File: src/include/txen_pkg.sv
/*
 constants and carriers for the transmit enable control bank.
 assumes a single 250 MHz datapath clock and byte-wide registers.
*/
package txen_pkg;
   localparam int ADDR_W = 12;
   localparam logic [11:0] OFS_TRUNC = 12'h2EA;
   localparam logic [11:0] OFS_SEL = 12'h2F8;
   localparam logic [11:0] OFS_TXEN = 12'h2F9;
   localparam logic [11:0] OFS_OSC = 12'h300;
   localparam logic [7:0] RST_TRUNC = 8'h00;
   localparam logic [7:0] RST_SEL = 8'h03;
   localparam logic [7:0] RST_TXEN = 8'h03;
   localparam logic [7:0] RST_OSC = 8'h00;
   localparam logic [7:0] MASK_TRUNC = 8'h01;
   localparam logic [7:0] MASK_SEL = 8'h0F;
   localparam logic [7:0] MASK_TXEN = 8'h03;
   localparam int BIT_HALF = 0;
   localparam int BIT_SRC_A = 0;
   localparam int BIT_SRC_B = 1;
   localparam int BIT_FAST = 2;
   localparam int BIT_QUIET = 3;
   localparam int QUIET_EXTRA_CLK = 56;
   localparam int OUT_RES = 16;
   localparam int LIMB_RES = 15;
   typedef struct packed {
      logic quiet;
      logic fast;
      logic src_b;
      logic src_a;
   } sel_t;
   typedef struct packed {
      logic mute_in;
      logic safe_code;
      logic enable;
   } chan_ctl_t;
endpackage

File: src/design/txen_ctrl.sv
/*
 register bank and transmit enable control for two converter channels.
 assumes a plain strobe register port on mclk_i and asynchronous enable balls.
*/
// Implementation choice: the strobed register port.
`timescale 1ns/1ps
`default_nettype none
module txen_ctrl
   import txen_pkg::*;
#(
   parameter int SAMPLE_W = 16,
   parameter int QUIET_DLY = QUIET_EXTRA_CLK
) (
   input wire logic mclk_i,
   input wire logic rst_i,
   input wire logic [ADDR_W-1:0] addr_i,
   input wire logic [7:0] wdata_i,
   input wire logic wr_i,
   input wire logic rd_i,
   output logic [7:0] rdata_o,
   input wire logic datapath_enable_i,
   input wire logic chan_a_enable_ball_i,
   input wire logic chan_b_enable_ball_i,
   input wire logic data_valid_i,
   input wire logic reduced_res_i,
   input wire logic [SAMPLE_W-1:0] sample_a_i,
   input wire logic [SAMPLE_W-1:0] sample_b_i,
   output logic [SAMPLE_W-1:0] sample_a_o,
   output logic [SAMPLE_W-1:0] sample_b_o,
   output logic [1:0] tx_enable_o,
   output logic [1:0] safe_code_o,
   output logic [1:0] mute_in_o,
   output logic clk_gate_o,
   output logic [7:0] oscillator_control_register_o
);
   logic [7:0] trunc_q;
   logic [7:0] sel_q;
   logic [7:0] txen_q;
   logic [7:0] osc_q;
   logic [7:0] rdata_q;
   logic [1:0] ball_m_q;
   logic [1:0] ball_s_q;
   logic gated_q;
   logic mute_q;
   logic [1:0] en_q;
   logic [1:0] safe_q;
   logic [1:0] mutein_q;
   logic [SAMPLE_W-1:0] smp_q [2];
   sel_t sel;
   wire hit_trunc = addr_i == OFS_TRUNC;
   wire hit_sel = addr_i == OFS_SEL;
   wire hit_txen = addr_i == OFS_TXEN;
   wire hit_osc = addr_i == OFS_OSC;
   wire [7:0] rd_mux = hit_trunc ? trunc_q : hit_sel ? sel_q : hit_txen ? txen_q :
                       hit_osc ? osc_q : 8'h00;
   // write enables and next values per register
   wire wr_trunc = wr_i & hit_trunc;
   wire wr_sel = wr_i & hit_sel;
   wire wr_txen = wr_i & hit_txen;
   wire wr_osc = wr_i & hit_osc;
   wire [7:0] trunc_d = wr_trunc ? (wdata_i & MASK_TRUNC) : trunc_q;
   wire [7:0] sel_d = wr_sel ? (wdata_i & MASK_SEL) : sel_q;
   wire [7:0] txen_d = wr_txen ? (wdata_i & MASK_TXEN) : txen_q;
   wire [7:0] osc_d = wr_osc ? wdata_i : osc_q;
   wire [7:0] rdata_d = rd_i ? rd_mux : 8'h00;
   wire [1:0] src_bits = {sel.src_b, sel.src_a};
   wire [1:0] eff_en;
   wire both_low = ~eff_en[0] & ~eff_en[1];
   wire gate_now = ~sel.fast & both_low;
   wire half_on = trunc_q[BIT_HALF] & reduced_res_i & (SAMPLE_W - 1 == LIMB_RES);
   logic [SAMPLE_W-1:0] smp_in [2];
   logic [7:0] dly_q [2];
   wire live_a = en_q[0] & ~mute_q;
   wire live_b = en_q[1] & ~mute_q;
   assign sel = sel_t'(sel_q[3:0]);
   assign smp_in[0] = sample_a_i;
   assign smp_in[1] = sample_b_i;

   // register port, reads answer one cycle later
   always_ff @(posedge mclk_i or posedge rst_i) begin
      if (rst_i) begin
         trunc_q <= RST_TRUNC;
         sel_q <= RST_SEL;
         txen_q <= RST_TXEN;
         osc_q <= RST_OSC;
         rdata_q <= 8'h00;
      end else begin
         trunc_q <= trunc_d;
         sel_q <= sel_d;
         txen_q <= txen_d;
         osc_q <= osc_d;
         rdata_q <= rdata_d;
      end
   end

   // ball synchronisers
   always_ff @(posedge mclk_i or posedge rst_i) begin
      if (rst_i) begin
         ball_m_q <= 2'h0;
         ball_s_q <= 2'h0;
      end else begin
         ball_m_q <= {chan_b_enable_ball_i, chan_a_enable_ball_i};
         ball_s_q <= ball_m_q;
      end
   end

   // clock gating and muting until valid data
   always_ff @(posedge mclk_i or posedge rst_i) begin
      if (rst_i) begin
         gated_q <= 1'b0;
         mute_q <= 1'b0;
      end else begin
         gated_q <= gate_now;
         if (gate_now) mute_q <= 1'b1;
         else if (data_valid_i) mute_q <= 1'b0;
      end
   end

   genvar g;
   generate
      for (g = 0; g < 2; g++) begin : g_chan
         // source select per channel
         assign eff_en[g] = src_bits[g] ? txen_q[g] : ball_s_q[g];
         wire [SAMPLE_W-1:0] adj = smp_in[g] + SAMPLE_W'(half_on);
         wire live = en_q[g] & ~mute_q;
         always_ff @(posedge mclk_i or posedge rst_i) begin
            if (rst_i) begin
               en_q[g] <= 1'b0;
               safe_q[g] <= 1'b0;
               mutein_q[g] <= 1'b0;
               dly_q[g] <= 8'h00;
               smp_q[g] <= '0;
            end else begin
               en_q[g] <= eff_en[g];
               mutein_q[g] <= sel.quiet & ~live;
               if (live) dly_q[g] <= 8'h00;
               else if (sel.quiet && dly_q[g] < 8'(QUIET_DLY)) dly_q[g] <= dly_q[g] + 8'h01;
               safe_q[g] <= ~live & ~sel.quiet;
               if (live) smp_q[g] <= adj;
               else if (!sel.quiet) smp_q[g] <= '0;
               else smp_q[g] <= '0;
            end
         end
      end
   endgenerate

   // outputs
   assign rdata_o = rdata_q;
   assign sample_a_o = smp_q[0];
   assign sample_b_o = smp_q[1];
   assign tx_enable_o = en_q;
   assign safe_code_o = safe_q;
   assign mute_in_o = mutein_q;
   assign clk_gate_o = gated_q;
   assign oscillator_control_register_o = osc_q;

   AST_SRC_REG: assert property (@(posedge mclk_i) disable iff (rst_i)
      sel.src_a |=> tx_enable_o[0] == $past(txen_q[0]))
      else $error("channel a not following register bit");
   AST_SRC_BALL: assert property (@(posedge mclk_i) disable iff (rst_i)
      !sel.src_a && $stable(sel_q) |=> tx_enable_o[0] == $past(ball_s_q[0]))
      else $error("channel a not following ball");
   AST_SRC_B: assert property (@(posedge mclk_i) disable iff (rst_i)
      sel.src_b |=> tx_enable_o[1] == $past(txen_q[1]))
      else $error("channel b not following register bit");
   AST_GATE: assert property (@(posedge mclk_i) disable iff (rst_i)
      gate_now |=> clk_gate_o)
      else $error("clocks not gated");
   AST_NOGATE: assert property (@(posedge mclk_i) disable iff (rst_i)
      sel.fast |=> !clk_gate_o)
      else $error("gating in fast mode");
   AST_QUIET: assert property (@(posedge mclk_i) disable iff (rst_i)
      sel.quiet && !tx_enable_o[0] |=> mute_in_o[0] && !safe_code_o[0])
      else $error("quiet disable not muting");
   AST_SAFE: assert property (@(posedge mclk_i) disable iff (rst_i)
      !sel.quiet && !tx_enable_o[0] |=> safe_code_o[0] && sample_a_o == '0)
      else $error("safe code missing");
   AST_SYNC: assert property (@(posedge mclk_i) disable iff (rst_i)
      ball_s_q == $past(ball_m_q))
      else $error("ball synchroniser broken");
   AST_HALF: assert property (@(posedge mclk_i) disable iff (rst_i)
      live_a && half_on |=> sample_a_o == $past(sample_a_i) + SAMPLE_W'(1))
      else $error("half step offset missing");

   // register port checks
   AST_RD_TRUNC: assert property (@(posedge mclk_i) disable iff (rst_i)
      rd_i && hit_trunc
      |=> rdata_o == $past(trunc_q))
      else $error("truncation register read wrong");
   AST_RD_SEL: assert property (@(posedge mclk_i) disable iff (rst_i)
      rd_i && hit_sel
      |=> rdata_o == $past(sel_q))
      else $error("source select register read wrong");
   AST_RD_TXEN: assert property (@(posedge mclk_i) disable iff (rst_i)
      rd_i && hit_txen
      |=> rdata_o == $past(txen_q))
      else $error("enable register read wrong");
   AST_WR_TRUNC: assert property (@(posedge mclk_i) disable iff (rst_i)
      wr_trunc
      |=> trunc_q == ($past(wdata_i) & MASK_TRUNC))
      else $error("truncation register write lost");
   AST_WR_SEL: assert property (@(posedge mclk_i) disable iff (rst_i)
      wr_sel
      |=> sel_q == ($past(wdata_i) & MASK_SEL))
      else $error("source select register write lost");
   AST_WR_TXEN: assert property (@(posedge mclk_i) disable iff (rst_i)
      wr_txen
      |=> txen_q == ($past(wdata_i) & MASK_TXEN))
      else $error("enable register write lost");

   // second channel checks
   AST_SRC_BALL_B: assert property (@(posedge mclk_i) disable iff (rst_i)
      !sel.src_b && $stable(sel_q)
      |=> tx_enable_o[1] == $past(ball_s_q[1]))
      else $error("channel b not following ball");
   AST_QUIET_B: assert property (@(posedge mclk_i) disable iff (rst_i)
      sel.quiet && !tx_enable_o[1]
      |=> mute_in_o[1] && !safe_code_o[1])
      else $error("quiet disable not muting channel b");
   AST_SAFE_B: assert property (@(posedge mclk_i) disable iff (rst_i)
      !sel.quiet && !tx_enable_o[1]
      |=> safe_code_o[1] && sample_b_o == '0)
      else $error("safe code missing on channel b");
   AST_HALF_B: assert property (@(posedge mclk_i) disable iff (rst_i)
      live_b && half_on
      |=> sample_b_o == $past(sample_b_i) + SAMPLE_W'(1))
      else $error("half step offset missing on channel b");

   // sample path checks
   AST_NOHALF: assert property (@(posedge mclk_i) disable iff (rst_i)
      live_a && !half_on
      |=> sample_a_o == $past(sample_a_i))
      else $error("channel a sample altered");
   AST_NOHALF_B: assert property (@(posedge mclk_i) disable iff (rst_i)
      live_b && !half_on
      |=> sample_b_o == $past(sample_b_i))
      else $error("channel b sample altered");
   AST_LIVE_A: assert property (@(posedge mclk_i) disable iff (rst_i)
      live_a
      |=> !safe_code_o[0] && !mute_in_o[0])
      else $error("channel a disabled while live");
   AST_LIVE_B: assert property (@(posedge mclk_i) disable iff (rst_i)
      live_b
      |=> !safe_code_o[1] && !mute_in_o[1])
      else $error("channel b disabled while live");
   AST_DIS_ZERO: assert property (@(posedge mclk_i) disable iff (rst_i)
      !live_a
      |=> sample_a_o == '0)
      else $error("channel a output not cleared");
   AST_DIS_ZERO_B: assert property (@(posedge mclk_i) disable iff (rst_i)
      !live_b
      |=> sample_b_o == '0)
      else $error("channel b output not cleared");
   AST_MUTEIN_QUIET: assert property (@(posedge mclk_i) disable iff (rst_i)
      !sel.quiet
      |=> mute_in_o == 2'b00)
      else $error("matching input muted without quiet disable");
   AST_SAFE_QUIET: assert property (@(posedge mclk_i) disable iff (rst_i)
      sel.quiet
      |=> safe_code_o == 2'b00)
      else $error("safe code used with quiet disable");

   // gating and mute checks
   AST_MUTE_SET: assert property (@(posedge mclk_i) disable iff (rst_i)
      gate_now
      |=> mute_q)
      else $error("mute not set while gated");
   AST_MUTE_HOLD: assert property (@(posedge mclk_i) disable iff (rst_i)
      mute_q && !data_valid_i && !gate_now
      |=> mute_q)
      else $error("mute released before valid data");
   AST_MUTE_REL: assert property (@(posedge mclk_i) disable iff (rst_i)
      !gate_now && data_valid_i
      |=> !mute_q)
      else $error("mute kept after valid data");
   AST_MUTED_OUT: assert property (@(posedge mclk_i) disable iff (rst_i)
      mute_q
      |=> sample_a_o == '0 && sample_b_o == '0)
      else $error("samples passed while muted");
   AST_MUTE_GATED: assert property (@(posedge mclk_i) disable iff (rst_i)
      clk_gate_o
      |-> mute_q)
      else $error("gated without mute");
   AST_UNGATE: assert property (@(posedge mclk_i) disable iff (rst_i)
      !gate_now
      |=> !clk_gate_o)
      else $error("clocks gated with an enable high");
   AST_GATE_BOTH: assert property (@(posedge mclk_i) disable iff (rst_i)
      clk_gate_o
      |-> $past(both_low))
      else $error("gated while an enable was high");
   AST_GATE_FAST: assert property (@(posedge mclk_i) disable iff (rst_i)
      clk_gate_o
      |-> !$past(sel_q[BIT_FAST]))
      else $error("gated although fast enable was set");
   AST_INDEP: assert property (@(posedge mclk_i) disable iff (rst_i)
      sel.fast && eff_en == 2'b01
      |=> tx_enable_o == 2'b01)
      else $error("channel enables not independent");

   // quiet latency counter checks
   AST_QDLY_CAP: assert property (@(posedge mclk_i) disable iff (rst_i)
      1'b1
      |-> dly_q[0] <= 8'(QUIET_DLY))
      else $error("quiet latency counter overran");
   AST_QDLY_CLR: assert property (@(posedge mclk_i) disable iff (rst_i)
      live_a
      |=> dly_q[0] == 8'h00)
      else $error("quiet latency counter not cleared");
   AST_QDLY_RUN: assert property (@(posedge mclk_i) disable iff (rst_i)
      sel.quiet && !live_a && dly_q[0] < 8'(QUIET_DLY)
      |=> dly_q[0] == $past(dly_q[0]) + 8'h01)
      else $error("quiet latency counter stalled");

   // ball synchroniser checks
   AST_SYNC_MA: assert property (@(posedge mclk_i) disable iff (rst_i)
      1'b1
      |-> ball_m_q[0] == $past(chan_a_enable_ball_i))
      else $error("channel a ball first stage broken");
   AST_SYNC_MB: assert property (@(posedge mclk_i) disable iff (rst_i)
      1'b1
      |-> ball_m_q[1] == $past(chan_b_enable_ball_i))
      else $error("channel b ball first stage broken");

   // main scenarios
   COV_GATE: cover property (@(posedge mclk_i) disable iff (rst_i) clk_gate_o ##1 !clk_gate_o);
   COV_MUTE_REL: cover property (@(posedge mclk_i) disable iff (rst_i) mute_q ##1 !mute_q);
   COV_QUIET: cover property (@(posedge mclk_i) disable iff (rst_i) mute_in_o[0]);
   COV_BALL: cover property (@(posedge mclk_i) disable iff (rst_i) !sel.src_a && tx_enable_o[0]);
endmodule
`default_nettype wire

File: config.mk
export PLATFORM = sky130hd
export DESIGN_NAME = txen_ctrl
export DESIGN_NICKNAME = d
export VERILOG_FILES = /design/src/include/txen_pkg.sv /design/src/design/txen_ctrl.sv
export SDC_FILE = /design/constraint.sdc
export NUM_CORES = 1
export LEC_CHECK = 0
export ABC_AREA = 1
export BUFFER_PORTS_ARGS = -buffer_cell sky130_fd_sc_hd__buf_2
export CORE_MARGIN = 4
export CORE_UTILIZATION = 49
export DETAILED_ROUTE_END_ITERATION = 16
export PLACE_DENSITY = 0.79
export SKIP_CTS_REPAIR_TIMING = 1
export SLEW_MARGIN = 20
export SYNTH_ARGS = -nofsm -noshare
export SYNTH_HDL_FRONTEND = slang
export SYNTH_SLANG_ARGS = --single-unit
File: constraint.sdc
create_clock -name mclk_i -period 2.79 [get_ports mclk_i]
set_input_delay 0.4185 -clock mclk_i [delete_from_list [all_inputs] [get_ports mclk_i]]
set_output_delay 0.4185 -clock mclk_i [all_outputs]
set_load 0.1 [all_outputs]
# Word level (Yosys, flattened, before mapping)
# Index checks and enable logic that the tools add are counted.
# W data, S select, Z words.
[classes]
bitwise = 20
n_addsub = 2
reduce_logical = 1
eq_ne = 4
n_mux = 11
[ops]
columns = ["cell", "count"]
rows = [
  ["$eq A12 B10 Y1 const B", 4],
  ["$mux W8", 5],
  ["$add A16 B1 Y16", 2],
  ["$mux W16", 2],
  ["$and A1 B1 Y1", 13],
  ["$not A1 Y1", 7],
  ["$mux W1", 4],
  ["$reduce_bool A2 Y1", 1],
]
[word_totals]
output_inout_bits = 55
word_cells = 55
ff_bits = 67
input_bits = 61

# Longest topological paths before layout
# Gate-level depths: netlist of run 1.
[logic_depth]
ltp_word = 6
depth_mapped = 12
depth_no_buf = 12

# Worst setup path after synthesis of run 1
# OpenSTA, ideal clock, no wires.
[synth_timing]
kind = "input-to-reg"
start = "input port reduced_res_i"
end = "register smp_q (netlist bit sample_a_o[12])"
path_slack_ns = 1.131
cell_stages = 11
setup_ns = 0.117
t_arrival_ns = 1.542
path_cell_list = "nand2_1 inv_1 ha_1 ha_1 nand2_1 nor2_2 nand2_1 nor3_1 nand2_1 nor2_1 nor2_1"
[synth_via]
elab_chain_cells = 3
[synth_rtl]
columns = ["item", "line_no", "text"]
rows = [
  ["start: declaration", "txen_ctrl.sv:25", "input wire logic reduced_res_i,"],
  ["$and A1 B1 Y1", "txen_ctrl.sv:70", "wire half_on = trunc_q[BIT_HALF] & reduced_res_i & (SAMPLE_W - 1 == LIMB_RES);"],
  ["$add A16 B1 Y16", "txen_ctrl.sv:124", "wire [SAMPLE_W-1:0] adj = smp_in[g] + SAMPLE_W'(half_on);"],
  ["$mux W16", "txen_ctrl.sv:139", "if (live) smp_q[g] <= adj;"],
  ["end signal: indexed assignment", "txen_ctrl.sv:139", ""],
  ["end: declaration", "txen_ctrl.sv:48", "logic [SAMPLE_W-1:0] smp_q [2];"],
]
# No other way between the ends.
# A chain may end at the register's enable or synchronous reset.

# Worst setup path after layout of run 1
[layout_timing]
start = "register trunc_q[0]"
end = "register smp_q (netlist bit sample_a_o[12])"
[layout_via]
elab_chain_cells = 3
[layout_rtl]
columns = ["item", "line_no", "text"]
rows = [
  ["start: declaration", "txen_ctrl.sv:36", "logic [7:0] trunc_q;"],
  ["start signal: assignment", "txen_ctrl.sv:88", "trunc_q <= trunc_d;"],
  ["$and A1 B1 Y1", "txen_ctrl.sv:70", ""],
  ["$add A16 B1 Y16", "txen_ctrl.sv:124", ""],
  ["$mux W16", "txen_ctrl.sv:139", ""],
]
# No other way between the ends.

==> reports/metrics.cfg, run 1 <==
[run_status]
outcome = finished, final reports clean

[layout]
drive_above_1_share_pct = 31.5
nets = 575
final_cell_area_mm2 = 0.00406
syn2layout_area_growth_pct = 27.1
n_antenna_cell = 0

[synth]
yosysSeqAreaShare_pct = 52.6
synth_largest_area_cell = dfrtp_1
synth.cell_area_mm2 = 0.00319
yosysUniqueCellTypes = 32
synthCells = 387
synth_most_common_cell = nand2_1
syn_area_per_cell_um2 = 8.25
yosys_warnings = 0
synth_edf_count = 0
synth-async-reset-ratio_pct = 100
synthesis.nets = 452
ys_ff_latch = 67
synthTopCellsByCount = nand2_1, dfrtp_1, nor2_1
yosys.area.top_type_share_pct = 49.4
synth_area_leaders = dfrtp_1, nand2_1, nor2_1
synthFlopType = dfrtp_1

[global_routing]
busiest_layer = met2
grt_usage_pct = 20.1
grt_pass1_wl_um = 12300
use_met1_pct = 26.5
use_met3_pct = 4.84
grtUsageMet2_pct = 31.9
grt_max_degree = 39
grt_pass1_vias = 2831
grt-ovfl-total = 0
grt_antenna_before_repair = 0

[power]
powerDensity_mw_per_mm2 = 548
p_leak_nw = 2.33
peakVddDrop_v = 0.000324

[timing]
max_slew.worst_pin.slew_ns = 0.639
setup_viol = 0
finalSetupTns_ns = 0
finalHoldViolations = 0
rsz0062_at_grt = false
clock.fmax_mhz = 529
finClkSkew_ns = 0.00507
maxSlewViolCount = 0
slew_headroom_pct = 57.3
fin_crit_sh_pct = 67.8
fin_crit_ns = 1.89

[routing]
wl_um = 7640
drc = 0
detail_route.iter0.violations = 88
routedWlPerCell_um = 12.9
vias = 2961
ant_nets = 0
avgViaCountPerCell = 5.00
dr.pass1.iters = 4

[floorplanning]
num_rows = 29
die_area_mm2 = 0.00787
top_level_ports = 116
die_w_um = 88.7
coreArea_mm2 = 0.00635
initial_utilization_pct = 50.3
die_height_um = 88.7

[hold_path]
hp-class = input port to asynchronous set/reset pin

[critical_path]
critical_path_class = flip-flop to flip-flop
startpoint_type = flip-flop
path_max_fanout = 6
crit_arrival_ns = 2.13
crit_required_ns = 3.02
end_kind = flip-flop
r2r_slack_ns = 0.90

[clocking]
htree_levels = 3
cts_tree = done
clock_latency_ns = 0.34
cts_buffers = 9
clk_pin_slew_worst_paths_ns = 0.07
clkSinkCount = 67
root_buffer = clkbuf_8
clockBufferDepth = 2

[place]
placed_cell_area_mm2 = 0.00386
port_buffers = 114
hpwlAfterDp_um = 5950
gp_congestion = 0.868

[run]
drv_cap = 0

final cells by class:
class | instances | area (µm²)
repair buffers | 115 | 591
clock inverters | 3 | 20.0
flip-flops and latches | 67 | 1680
fillers | 558 | 2290
multi-input cells | 266 | 1300
inverters | 51 | 198
well taps | 77 | 96.3
clock buffers | 13 | 179
where the power goes:
group / leakage [nW] / total [mW] / switching (mW) / internal, mW
Clock: 0.0977 / 0.776 / 0.357 / 0.418
Sequential: 0.878 / 1.01 / 0.00971 / 1.01
Combinational: 1.35 / 0.436 / 0.352 / 0.0836
layout by cell type (no fill, tap or decap), types with 2 or more instances in the layout:
master	Yosys	routed
nand4_1	6	6
o21ai_1	4	4
nand2_2	4	4
o21ai_2	4	4
nor3_1	12	12
nor2_2	7	7
dfrtp_1	63	63
buf_2	0	114
nor2_1	60	60
clkbuf_8	0	13
inv_2	1	2
ha_1	4	4
a21oi_1	15	15
nand3_1	23	23
nand2_4	2	2
inv_1	48	47
o21ai_0	15	15
nand2_1	92	92
nor3b_1	7	7
dfstp_2	4	4
clkinv_2	1	2
nor3_4	2	2
clkinvlp_4	0	2
logic make-up after synthesis:
kind of cell | Yosys count | synth area share (%)
buffers and inverters | 54 | 6.78
AO/OA/AOI/OAI | 40 | 6.93
adder cells (fa/ha/maj) | 4 | 1.57
AND/OR/NAND/NOR | 219 | 31.2
multiplexers | 1 | 0.353
flip-flops | 67 | 52.6
XOR/XNOR | 2 | 0.548
registers in the layout, indices dropped and copies added, names as in the netlist, 4 cells and up:
| signal | count |
|---|---|
| sample_a_o | 16 |
| sample_b_o | 16 |
| rdata_o | 8 |
| oscillator_control_register_o | 8 |
| sel_q | 4 |
worst max-delay path: stages (launching register included):
cell     delay (ns)
dfrtp_1        0.39
nand2_1        0.07
inv_1          0.10
ha_1           0.21
ha_1           0.27
nand2_1        0.09
nor2_2         0.13
nand2_1        0.09
nor3_1         0.19
nand2_1        0.10
nor2_1         0.10
nor2_1         0.05
metrics by stage:
step | setup slack [ns] | power, mW | hold WS (ns) | std cells | utilization, %
floorplan | 0.695 | 1.35 | 0.331 | 387 | -
global placement | 0.833 | 1.46 | 0.333 | 576 | 60.8
detailed placement | 0.818 | 1.47 | 0.337 | 576 | 60.8
CTS | 0.894 | 2.25 | 0.178 | 592 | 64.0
global route | 0.641 | 2.32 | 0.173 | 592 | 64.0
finish | 0.898 | 2.23 | 0.161 | 592 | 64.0
worst paths after layout:
path | start | cells after the start | endpoint
setup / recovery | trunc_q[0]$_DFFE_PP0P_ | 11 | sample_a_o[12]$_DFF_PP0_
min in group mclk_i | chan_a_enable_ball_i | 1 | ball_m_q[0]$_DFF_PP0_
setup reg to reg | trunc_q[0]$_DFFE_PP0P_ | 11 | sample_a_o[12]$_DFF_PP0_
hold reg to reg | ball_m_q[1]$_DFF_PP0_ | 0 | ball_s_q[1]$_DFF_PP0_
max in group asynchronous | rst_i | 3 | txen_q[1]$_DFFE_PP1P_
hold / removal | rst_i | 2 | sample_a_o[3]$_DFF_PP0_
layer usage:
layer  up-vias  share of wire, %
met5         -                 0
met2       116                47
li1       1471                 -
met4         0               1.2
met3         9               8.3
met1      1365                44
Power figures use the tool's default switching activity.
==> run 2: changes to the inputs <==
- ABC_AREA: 1 -> 0
- CORE_UTILIZATION: 49 -> 48
- clock period: 2.79 -> 1.9 ns (I/O delays scaled with it)
==> run 2 against run 1 <==
Net effect: via count down 19%; largest power group unchanged; maximum frequency is 3.3% higher; power is 45% higher; register-to-register slack lost 0.83 ns; clock power grew 44%; count of clock-buffer cells in the layout unchanged; largest cell class unchanged; critical path depth shrank 5.
==> reports/metrics.cfg, run 2 <==
[floorplanning]
num_rows = 28  ; was 29
die_area_mm2 = 0.00745  ; was 0.00787 mm²
coreArea_mm2 = 0.00592  ; was 0.00635 mm²
die_height_um = 86.3  ; was 88.7 µm
die_w_um = 86.3  ; was 88.7 µm
top_level_ports = 116  ; unchanged
initial_utilization_pct = 49.7  ; was 50.3%

[timing]
maxSlewViolCount = 0  ; unchanged
slew_headroom_pct = 63.1  ; was 57.3%
finalHoldViolations = 0  ; unchanged
setup_ws_ns = 0.0689  ; was 0.898 ns
fin_crit_sh_pct = 96.4  ; was 67.8%
max_slew.worst_pin.slew_ns = 0.554  ; was 0.639 ns
setup_viol = 0  ; unchanged
clock.fmax_mhz = 546  ; was 529 MHz
fin_crit_ns = 1.83  ; was 1.89 ns
finClkSkew_ns = 0.00494  ; was 0.00507 ns

[synth]
synthAdderAreaFrac_pct = 1.70  ; was 1.57%
synth_largest_area_cell = dfrtp_1  ; unchanged
yosysSeqAreaShare_pct = 57.1  ; was 52.6%
synth.cell_area_mm2 = 0.00295  ; was 0.00319 mm²
yosys_warnings = 0  ; unchanged
yosys.area.top_type_share_pct = 53.5  ; was 49.4%
synth_most_common_cell = dfrtp_1  ; was nand2_1
synthFlopType = dfrtp_1  ; unchanged
synthSimpleGateAreaFrac_pct = 20.8  ; was 31.2%
synth_area_leaders = dfrtp_1, nor2_1, xnor2_1  ; was dfrtp_1, nand2_1, nor2_1
synth_xor_area_share_pct = 5.95  ; was 0.548%
synth_edf_count = 0  ; unchanged
yosysUniqueCellTypes = 43  ; was 32
synthCells = 255  ; was 387
synth-async-reset-ratio_pct = 100  ; unchanged
synth-compound-area-share_pct = 4.72  ; was 6.93%
ys_ff_latch = 67  ; unchanged
syn_area_per_cell_um2 = 11.6  ; was 8.25 µm²
synth_top_family_by_area = simple AND/OR/NAND/NOR gates  ; unchanged
synthTopCellsByCount = dfrtp_1, nor2_1, nand2_1  ; was nand2_1, dfrtp_1, nor2_1
synthesis.nets = 320  ; was 452
synthMuxAreaShare_pct = 8.24  ; was 0.353%

[power]
powerDensity_mw_per_mm2 = 822  ; was 548 mW/mm²
p_leak_nw = 2.05  ; was 2.33 nW
peakVddDrop_v = 0.000514  ; was 0.000324 V

[place]
port_buffers = 114  ; unchanged
hpwlAfterDp_um = 5080  ; was 5950 µm
gp_congestion = 0.907  ; was 0.868
place_ws_ns = -0.0603  ; was 0.818 ns

[layout]
final_common_cell = buf_2  ; unchanged
layout_common_cells = buf_2, dfrtp_1, nor2_1  ; was buf_2, nand2_1, dfrtp_1
nets = 455  ; was 575
drive_above_1_share_pct = 44.6  ; was 31.5%
fillers = 475  ; was 558
syn2layout_area_growth_pct = 33.1  ; was 27.1%
n_antenna_cell = 0  ; unchanged
fin_util_pct = 66.2  ; was 64.0%

[routing]
detail_route.iter0.violations = 127  ; was 88
wl_um = 6610  ; was 7640 µm
vias = 2405  ; was 2961
routedWlPerCell_um = 14.1  ; was 12.9 µm
dr.pass1.iters = 4  ; unchanged
ant_nets = 0  ; unchanged
drc = 0  ; unchanged
avgViaCountPerCell = 5.12  ; was 5.00

[critical_path]
path_max_fanout = 3  ; was 6
end_kind = flip-flop  ; unchanged
crit_arrival_ns = 2.08  ; was 2.13 ns
critical_path_class = flip-flop to flip-flop  ; unchanged
crit_required_ns = 2.15  ; was 3.02 ns
startpoint_type = flip-flop  ; unchanged

[global_routing]
grt_usage_pct = 18.3  ; was 20.1%
grt_pass1_wl_um = 10800  ; was 12300 µm
grt_pass1_vias = 2304  ; was 2831
grt_max_degree = 68  ; was 39
grt_antenna_before_repair = 0  ; unchanged
grt-ovfl-total = 0  ; unchanged

[run_status]
outcome = finished, final reports clean  ; unchanged

[run]
drv_cap = 0  ; unchanged

[clocking]
clkSinkCount = 67  ; unchanged
htree_levels = 3  ; unchanged
clock_latency_ns = 0.32  ; was 0.34 ns
root_buffer = clkbuf_8  ; unchanged
clockBufferDepth = 2  ; unchanged
cts_buffers = 9  ; unchanged
cts_tree = done  ; unchanged
clk_pin_slew_worst_paths_ns = 0.07  ; about the same

[hold_path]
hp-class = input port to asynchronous set/reset pin  ; unchanged

## run 2: cell count changes after synthesis, moves of 8 or more
cell,before,now
a21oi_1,15,5
mux2_2,1,10
nand3_1,23,10
mux2_4,0,8
nand2_1,92,16
inv_1,48,7
o21ai_0,15,3
nor2_1,60,36
xnor2_1,1,14
## run 2: final cells by class
type | count | area [µm²] | share of cell area (%)
Clock buffer | 13 | 179 | 4.57
Clock inverter | 3 | 20.0 | 0.511
Inverter | 7 | 30.0 | 0.766
Multi-Input combinational cell | 178 | 1230 | 31.5
Sequential cell | 67 | 1680 | 42.9
Tap cell | 75 | 93.8 | 2.39
Timing Repair Buffer | 127 | 681 | 17.4
## run 2: path summary, 6_finish.rpt
path | from | end | slack (ns) | cells past startpoint
max | trunc_q[0]$_DFFE_PP0P_ | sample_a_o[15]$_DFF_PP0_ | 0.07 | 6
max in group asynchronous | rst_i | sel_q[0]$_DFFE_PP1P_ | 1.54 | 3
min in group mclk_i | chan_a_enable_ball_i | ball_m_q[0]$_DFF_PP0_ | 0.07 | 1
min reg2reg | ball_m_q[1]$_DFF_PP0_ | ball_s_q[1]$_DFF_PP0_ | 0.35 | 0
max reg2reg | trunc_q[0]$_DFFE_PP0P_ | sample_a_o[15]$_DFF_PP0_ | 0.07 | 6
min | rst_i | sample_b_o[10]$_DFF_PP0_ | 0.05 | 3
## run 2: metrics by stage
stage	power [mW]	cell area [µm²]	instances	setup TNS, ns	hold WS (ns)
2_1_floorplan	1.95	2950	255	0	0.316
3_3_place_gp	2.12	3700	453	0	0.332
3_5_place_dp	2.13	3700	453	-0.0603	0.335
4_1_cts	3.25	3900	469	-0.00989	0.0497
5_1_grt	3.36	3920	470	-0.00116	0.0448
6_report	3.22	3920	470	0	0.0465
## run 2: cells by family (layout without fill, tap and decap cells)
family	after synthesis	in the layout
and+or+nand+nor	115	115
xor gates and xnor gates	20	20
AOI/OAI and AO/OA	20	20
buffers and inverters	10	150
muxes	19	19
DFF	67	67
adders and majority gates	4	4
## run 2: layer usage
metal / part of all wire (%) / vias to the layer above / track usage, %
li1: - / 1164 / -
met2: 50 / 96 / 30.3
met1: 42 / 1140 / 24.0
met3: 8.1 / 5 / 4.18
met5: 0 / - / 0
met4: 0.70 / 0 / 5.81
## run 2: power breakdown
part | leakage, nW | switching, mW | internal [mW]
registers | 0.878 | 0.0153 | 1.48
clock network | 0.0977 | 0.506 | 0.614
logic | 1.07 | 0.479 | 0.128
total | 2.05 | 1.00 | 2.22
## run 2: critical path: stages, from the launching register on
cell and delay [ns]:
dfrtp_1 0.36, and2_4 0.15, ha_2 0.19, nand4_1 0.13
or3_4 0.39, or4_1 0.40, a21oi_1 0.14
